### src/verilog/tti_defs.svh
// Constants shared by both ends of the teletext insertion link.
// Assumes both ends run on the one system clock named below.
`ifndef TTI_DEFS_SVH
`define TTI_DEFS_SVH

// System clock and fixed sync-to-insert delay
`define TTI_CLK_KHZ        27000
`define TTI_INSERT_NS      10200
`define TTI_INSERT_CYC     ((`TTI_INSERT_NS * `TTI_CLK_KHZ) / 1000000)

// Bit pattern: 37 bits in 144 clocks, short bits every ninth
`define TTI_LINE_BITS      9'h168
`define TTI_GROUP_BITS     6'h25
`define TTI_SHORT_STEP     6'h09
`define TTI_LONG_CYC       3'h4
`define TTI_SHORT_CYC      3'h3
`define TTI_REQ_WIDTH_CYC  13'h057A

// Line counter and pipeline sizes
`define TTI_HCNT_W         12
`define TTI_HCNT_MAX       12'hFFF
`define TTI_PIPE_DEPTH     16

// Output levels on luma and composite while inserting
`define TTI_LVL_LOW        10'h0F0
`define TTI_LVL_STEP       10'h060

`endif

### src/verilog/tti_pkg.sv
// Types and bit-pattern helper for the teletext insertion link.
// Assumes tti_defs.svh is on the include path.
`include "tti_defs.svh"
`default_nettype none
package tti_pkg;

    typedef enum logic [2:0] {
        TTI_IDLE = 3'h1,
        TTI_WAIT = 3'h2,
        TTI_SEND = 3'h4
    } tti_state_t;

    // Bits 10, 19, 28, 37 of each group are three clocks long
    function automatic logic [2:0] tti_bit_len(input logic [5:0] gpos);
        logic short_bit;
        short_bit = (gpos != 6'h01) && ((gpos % `TTI_SHORT_STEP) == 6'h01);
        tti_bit_len = short_bit ? `TTI_SHORT_CYC : `TTI_LONG_CYC;
    endfunction : tti_bit_len

endpackage : tti_pkg
`default_nettype wire

### src/verilog/tti_if.sv
// Request and serial data wires between encoder and teletext source.
// Assumes both ends share one clock; the wires carry no clock.
`default_nettype none
interface tti_if;
    logic teletext_request_out;
    logic teletext_data_in;

    modport enc (output teletext_request_out, input teletext_data_in);
    modport src (input teletext_request_out, output teletext_data_in);
endinterface : tti_if
`default_nettype wire

### src/verilog/tti_encoder.sv
// Encoder end of the teletext insertion port: request window,
// bit sequencer and interpolating insertion onto luma and composite.
// Assumes hsync_i is a one-cycle pulse from the encoder's own timing
// on clk_i, and teletext_data_in arrives as an asynchronous pin.
`include "tti_defs.svh"
`default_nettype none

// Summary of operation
// - Insert data fixed delay after sync leading edge
// - Request edges programmable for any source delay
// - Source sends bits after delay, while requested
// - Request window fits 360 bits at 6.9375M
// - Compliant width when trim field is zero
// - Enable low: no request, no insertion
// - 37 bits take 144 system clocks
// - Bits 10,19,28,37 three clocks, others four
// - Pattern repeats each group until 360 bits
// - Resample with sequencer and interpolation filter
// - Same timing every line, per-line select
module tti_encoder
    import tti_pkg::*;
(
    input  wire logic        clk_i,
    input  wire logic        rst_b_i,
    tti_if.enc               link,
    input  wire logic        hsync_i,
    input  wire logic        teletext_enable_bit_i,
    input  wire logic        line_insert_i,
    input  wire logic [11:0] req_rise_i,
    input  wire logic [3:0]  request_width_trim_i,
    input  wire logic [9:0]  luma_i,
    input  wire logic [9:0]  cvbs_i,
    output logic      [9:0]  luma_o,
    output logic      [9:0]  cvbs_o,
    output logic             inserting_o
);

    localparam logic [`TTI_HCNT_W-1:0] INSERT_AT =
        `TTI_HCNT_W'(`TTI_INSERT_CYC);

    logic                   data_meta;
    logic                   data_sync;
    logic [`TTI_HCNT_W-1:0] hcount;
    logic                   line_on;
    logic [12:0]            req_fall;
    logic                   req_window;
    tti_state_t             state;
    logic [2:0]             phase;
    logic [5:0]             gpos;
    logic [8:0]             bitn;
    logic                   cur_bit;
    logic                   next_cur;
    logic                   bit_end;
    logic                   start;
    logic                   last_bit;
    logic                   allowed;
    logic [2:0]             weight;
    logic [9:0]             ttx_level;

    // Data pin from the source: two flops before any use
    always_ff @(posedge clk_i or negedge rst_b_i)
    begin
        if (!rst_b_i)
        begin
            data_meta <= 1'b0;
            data_sync <= 1'b0;
        end
        else
        begin
            data_meta <= link.teletext_data_in;
            data_sync <= data_meta;
        end
    end

    // Clocks since the sync leading edge, saturating past line end
    always_ff @(posedge clk_i or negedge rst_b_i)
    begin
        if (!rst_b_i)
            hcount <= '0;
        else if (hsync_i)
            hcount <= '0;
        else if (hcount != `TTI_HCNT_MAX)
            hcount <= hcount + `TTI_HCNT_W'(1);
    end

    // Per-line selection taken once per line at sync
    always_ff @(posedge clk_i or negedge rst_b_i)
    begin
        if (!rst_b_i)
            line_on <= 1'b0;
        else if (hsync_i)
            line_on <= line_insert_i;
    end

    assign allowed = teletext_enable_bit_i && line_on;

    // Trim is a signed offset on the falling edge; zero is compliant
    assign req_fall = {1'b0, req_rise_i} + `TTI_REQ_WIDTH_CYC
                      + {{9{request_width_trim_i[3]}},
                         request_width_trim_i};

    assign req_window = allowed && !hsync_i &&
                        ({1'b0, hcount} >= {1'b0, req_rise_i}) &&
                        ({1'b0, hcount} < req_fall);

    always_ff @(posedge clk_i or negedge rst_b_i)
    begin
        if (!rst_b_i)
            link.teletext_request_out <= 1'b0;
        else
            link.teletext_request_out <= req_window;
    end

    // Insertion sequencer: fixed start, independent of request edges
    assign start    = (state == TTI_IDLE) && allowed && !hsync_i &&
                      (hcount == INSERT_AT);
    assign bit_end  = (phase == tti_bit_len(gpos) - 3'h1);
    assign last_bit = (bitn == `TTI_LINE_BITS);

    always_ff @(posedge clk_i or negedge rst_b_i)
    begin
        if (!rst_b_i)
        begin
            state <= TTI_IDLE;
            phase <= 3'h0;
            gpos  <= 6'h01;
            bitn  <= 9'h001;
        end
        else
        begin
            case (state)
                TTI_IDLE:
                begin
                    if (start)
                        state <= TTI_SEND;
                    phase <= 3'h0;
                    gpos  <= 6'h01;
                    bitn  <= 9'h001;
                end
                TTI_SEND:
                begin
                    // Enable drop or a new line closes the window at once
                    if (!teletext_enable_bit_i || hsync_i)
                        state <= TTI_IDLE;
                    else if (bit_end)
                    begin
                        phase <= 3'h0;
                        if (last_bit)
                            state <= TTI_IDLE;
                        bitn <= bitn + 9'h001;
                        gpos <= (gpos == `TTI_GROUP_BITS) ? 6'h01
                                : gpos + 6'h01;
                    end
                    else
                        phase <= phase + 3'h1;
                end
                default:
                    state <= TTI_IDLE;
            endcase
        end
    end

    // Next bit value is taken at start and at the last clock of every bit slot but the final one
    always_comb
    begin
        next_cur = cur_bit;
        if (start)
            next_cur = data_sync;
        else if ((state == TTI_SEND) && bit_end && !last_bit)
            next_cur = data_sync;
    end

    always_ff @(posedge clk_i or negedge rst_b_i)
    begin
        if (!rst_b_i)
            cur_bit <= 1'b0;
        else if (state == TTI_IDLE && !start)
            cur_bit <= 1'b0;
        else
            cur_bit <= next_cur;
    end

    // Two-tap interpolation, 3:1 new to old, softens each transition.
    // Trades a little rise time for much less edge jitter.
    assign weight    = {1'b0, next_cur, next_cur} + {2'b00, cur_bit};
    assign ttx_level = `TTI_LVL_LOW + (`TTI_LVL_STEP * {7'h00, weight});

    always_ff @(posedge clk_i or negedge rst_b_i)
    begin
        if (!rst_b_i)
        begin
            luma_o      <= 10'h000;
            cvbs_o      <= 10'h000;
            inserting_o <= 1'b0;
        end
        else if (start ||
                 ((state == TTI_SEND) && teletext_enable_bit_i &&
                  !hsync_i && !(bit_end && last_bit)))
        begin
            luma_o      <= ttx_level;
            cvbs_o      <= ttx_level;
            inserting_o <= 1'b1;
        end
        else
        begin
            luma_o      <= luma_i;
            cvbs_o      <= cvbs_i;
            inserting_o <= 1'b0;
        end
    end

endmodule : tti_encoder
`default_nettype wire

### src/flat_wrapper.sv
// flat-port wrapper written by rule: the top's interface ports become plain ports
module tti_encoder_flat import tti_pkg::*;
  (clk_i, rst_b_i, hsync_i, teletext_enable_bit_i, line_insert_i, req_rise_i, request_width_trim_i, luma_i, cvbs_i, luma_o, cvbs_o, inserting_o, link_teletext_request_out, link_teletext_data_in);
  tti_if link_i ();
  input  wire logic clk_i;
  input  wire logic rst_b_i;
  input  wire logic hsync_i;
  input  wire logic teletext_enable_bit_i;
  input  wire logic line_insert_i;
  input  wire logic [11:0] req_rise_i;
  input  wire logic [3:0] request_width_trim_i;
  input  wire logic [9:0] luma_i;
  input  wire logic [9:0] cvbs_i;
  output logic      [9:0] luma_o;
  output logic      [9:0] cvbs_o;
  output logic inserting_o;
  output wire logic [$bits(link_i.teletext_request_out)-1:0] link_teletext_request_out;
  input wire logic [$bits(link_i.teletext_data_in)-1:0] link_teletext_data_in;
  assign link_teletext_request_out = link_i.teletext_request_out;
  assign link_i.teletext_data_in = link_teletext_data_in;
  tti_encoder u_core (.clk_i(clk_i), .rst_b_i(rst_b_i), .link(link_i), .hsync_i(hsync_i), .teletext_enable_bit_i(teletext_enable_bit_i), .line_insert_i(line_insert_i), .req_rise_i(req_rise_i), .request_width_trim_i(request_width_trim_i), .luma_i(luma_i), .cvbs_i(cvbs_i), .luma_o(luma_o), .cvbs_o(cvbs_o), .inserting_o(inserting_o));
endmodule
### config.mk
export PLATFORM = sky130hd
export DESIGN_NAME = tti_encoder_flat
export DESIGN_NICKNAME = d
export VERILOG_FILES = /design/src/verilog/tti_pkg.sv /design/src/verilog/tti_if.sv /design/src/verilog/tti_encoder.sv /design/src/flat_wrapper.sv
export VERILOG_INCLUDE_DIRS = /design/src /design/src/verilog
export SDC_FILE = /design/constraint.sdc
export NUM_CORES = 1
export LEC_CHECK = 0
export ABC_AREA = 0
export BUFFER_PORTS_ARGS = -buffer_cell sky130_fd_sc_hd__buf_4
export CAP_MARGIN = 40
export CORE_MARGIN = 5
export CORE_UTILIZATION = 40
export CTS_BUF_LIST = sky130_fd_sc_hd__clkbuf_4 sky130_fd_sc_hd__clkbuf_8
export DETAILED_ROUTE_END_ITERATION = 7
export PLACE_DENSITY = 0.62
export SETUP_SLACK_MARGIN = 0.2
export SLEW_MARGIN = 20
export SYNTH_ARGS = -nofsm -noshare
export SYNTH_HDL_FRONTEND = slang
export SYNTH_SLANG_ARGS = --single-unit
### constraint.sdc
create_clock -name clk_i -period 5.95 [get_ports clk_i]
set_input_delay 1.4875 -clock clk_i [delete_from_list [all_inputs] [get_ports clk_i]]
set_output_delay 1.4875 -clock clk_i [all_outputs]
set_load 0.1 [all_outputs]
==> impl_metrics.yaml <==
status:
  status: "completed"
worst_hold_path:
  hold_path_depth: 0
  holdPathEnd: "u_core.data_sync$_DFF_PN0_"
  hold_path_class: "reg2reg"
  min_from: "u_core.data_meta$_DFF_PN0_"
global_routing:
  grt_pass1_vias: 3794
  antenna_found_initial: 0
  grt_first_pass_wirelength_um: 17740
  grt_max_degree: 59
  track_usage: 0.1482
  overflow: 0
clocking:
  cts_root_buf: "clkbuf_8"
  clock_path_buffers: 2
  hold_buffers: 0
  cts_resized: 0
  numCtsBuffers: 9
  post_cts_buffers: 0
  clock-sinks: 58
  tritoncts: "yes"
  clk-insertion-delay-late_ns: 0.35
  path_clk_slew_ns: 0.08
  htree_levels: 3
flow_run:
  drv_cap: 0
timing:
  hold_viol_final: 0
  hold_slack_ns: 0.3524
  worst_pin_slew_ns: 0.7682
  rsz0062_at_grt: "no"
  fmax_ghz: 0.1942
  max_slew_margin: 0.4879
  finalSetupTns_ns: 0
  slew_viol_final: 0
  setup_viol_count_final: 0
  min_period_ns: 5.150
  fin_crit_sh: 0.8655
  finalClockSkew_ns: 0.01215
cells_and_area:
  layout_commonest_cell: "buf_4"
  finish.net_count: 676
  synthToLayoutAreaGrowth_pct: 17.45
  layout_common_cells: "buf_4 (68), ha_1 (64), dfrtp_1 (55)"
  drive_gt1_frac: 0.1899
  stdcell_area_mm2: 0.005449
  fin_util: 0.4793
  num_antenna_cells: 0
drt:
  via_count: 3802
  detail_route.wl_per_cell_um: 14.27
  drc: 0
  wl_um: 10240
  ant_nets: 0
  via_per_inst: 5.303
  dr.first_iter.drc_count: 265
  first_pass_iters: 4
synth:
  ys_warn_count: 0
  synth_cells: 507
  seq_area_frac_synth: 0.3136
  netlist_area_mm2: 0.004639
  synth_edf_count: 0
  syn_avg_cell_area_um2: 9.151
  mappedNetlistNets: 614
  ys_ff_latch: 58
  yosys.cell_types.count: 59
  ys.flop_type: "dfrtp_1"
  ys_async_sr_fraction: 1.000
pwr:
  leakagePower_uw: 0.002619
  ir_drop_uv: 113.2
  total_power_uw: 958.2
  cellPowerDensity_mw_per_mm2: 175.8
floorplan:
  dieArea_mm2: 0.01385
  start_util: 0.4081
  die_h_um: 117.7
  pin_count: 64
  design.core.area_mm2: 0.01137
  placementRows: 39
  die_w_um: 117.7
setup_path:
  path_class: "reg2reg"
  end_kind: "flop"
  critical_path_peak_fanout: 15
  cp.arrival_ns: 5.38
  r2r-start: "u_core.gpos[2]$_DFFE_PN0P_"
  required_ns: 6.18
  r2r_cells: 21
  critPathLaunchType: "flop"
  r2r_slack_ns: 0.80
  r2r-end: "u_core.cvbs_o[9]$_DFF_PN0_"
placement:
  place.gp.congestion: 0.7259
  placed_area_mm2: 0.005235
  hpwl_um: 7779
  io_buffers: 63
per-stage QoR:
| stage | std cells | setup WS [ns] |
|---|---|---|
| floorplan | 507 | 1.307 |
| global placement | 699 | 1.030 |
| detailed placement | 699 | 0.8079 |
| CTS | 715 | 0.7918 |
| global route | 717 | 0.4234 |
| finish | 717 | 0.8000 |
logic make-up (layout without fill, tap and decap cells):
group           Yosys count  after routing  share of synthesized area
compound gates          104            104                     0.1589
xor+xnor                 20             20                    0.03776
flops                    58             58                     0.3136
simple gates            165            165                     0.1934
buf+inv                  69            136                    0.05987
mux                      26             26                    0.05960
fa+ha+maj                65             65                     0.1769
metal layers:
metal	GRT usage	up-vias	wire length, µm	part of all wire
met5	0	-	0	0
li1	-	1939	-	-
met4	0.03799	0	102	0.010
met1	0.1973	1810	4690	0.46
met2	0.2433	45	5135	0.50
met3	0.03364	8	306	0.030
worst max-delay path: stages (launching register included):
cell and delay (ns):
dfrtp_1 0.57, nor2b_1 0.28, nor2_1 0.11, ha_1 0.29
mux2_2 0.32, a221oi_4 0.35, nand2_1 0.18, xnor2_1 0.16
ha_1 0.24, nor4_1 0.28, mux2i_1 0.11, and3_1 0.18
o32ai_2 0.24, o21a_1 0.16, buf_4 0.18, mux2i_1 0.30
nand2_1 0.14, mux2_2 0.32, ha_1 0.20, nor2_1 0.10
a21oi_1 0.06, mux2_2 0.27
where the power goes:
part	switching, µW	total, µW	internal (µW)
registers	5.81	410	404
clock network	175	328	153
logic	131	220	88.9
total	312	958	646
flip-flops by register name, summed over array words and instances (netlist names), 2 cells and up:
name and count:
u_core.state 2, u_core.cvbs_o 10, u_core.bitn 9, u_core.phase 3, u_core.gpos 6, u_core.hcount 12, u_core.luma_o 10
synthesized netlist by cell type (all sizes together), types with 3 or more instances:
master / count / area share
nor4: 5 / 0.0067
o21a: 3 / 0.0049
a31oi: 11 / 0.018
mux2i: 13 / 0.028
dfstp: 3 / 0.017
a211oi: 10 / 0.016
mux2: 13 / 0.032
o21bai: 7 / 0.011
o21ai: 16 / 0.017
or4: 3 / 0.0049
nor3: 15 / 0.016
nor4b: 7 / 0.013
buf: 6 / 0.0089
nand2b: 10 / 0.013
nand3: 15 / 0.016
xor2: 8 / 0.015
a21oi: 22 / 0.024
clkbuf: 12 / 0.0097
inv: 51 / 0.041
nor2: 31 / 0.025
dfrtp: 55 / 0.30
a21o: 10 / 0.016
nor2b: 9 / 0.012
and2: 11 / 0.015
nand4: 6 / 0.0081
o211ai: 8 / 0.013
ha: 64 / 0.17
xnor2: 12 / 0.023
and3: 11 / 0.015
nand2: 28 / 0.023
layout make-up:
cell class              instances  area [µm²]
fillers                      1084        5921
multi-input cells             380        2907
flip-flops and latches         58        1455
repair buffers                 69       538.0
inverters                      51       191.4
well taps                     143       178.9
clock buffers                   9       123.9
clock inverters                 7       55.05
how the worst max path moves through the flow:
stage | to | slack [ns] | from | cells past startpoint
6_report | u_core.cvbs_o[9]$_DFF_PN0_ | 0.80 | u_core.gpos[2]$_DFFE_PN0P_ | 21
5_1_grt | u_core.cvbs_o[9]$_DFF_PN0_ | 0.42 | u_core.gpos[2]$_DFFE_PN0P_ | 21
4_1_cts | u_core.cvbs_o[9]$_DFF_PN0_ | 0.79 | u_core.gpos[3]$_DFFE_PN0P_ | 23
3_5_place_dp | u_core.cvbs_o[9]$_DFF_PN0_ | 0.81 | u_core.gpos[3]$_DFFE_PN0P_ | 23
3_3_place_gp | u_core.luma_o[9]$_DFF_PN0_ | 1.03 | u_core.gpos[2]$_DFFE_PN0P_ | 22
2_1_floorplan | u_core.cvbs_o[9]$_DFF_PN0_ | 1.31 | u_core.gpos[2]$_DFFE_PN0P_ | 23
No activity file was read; power rests on OpenSTA's default activity.
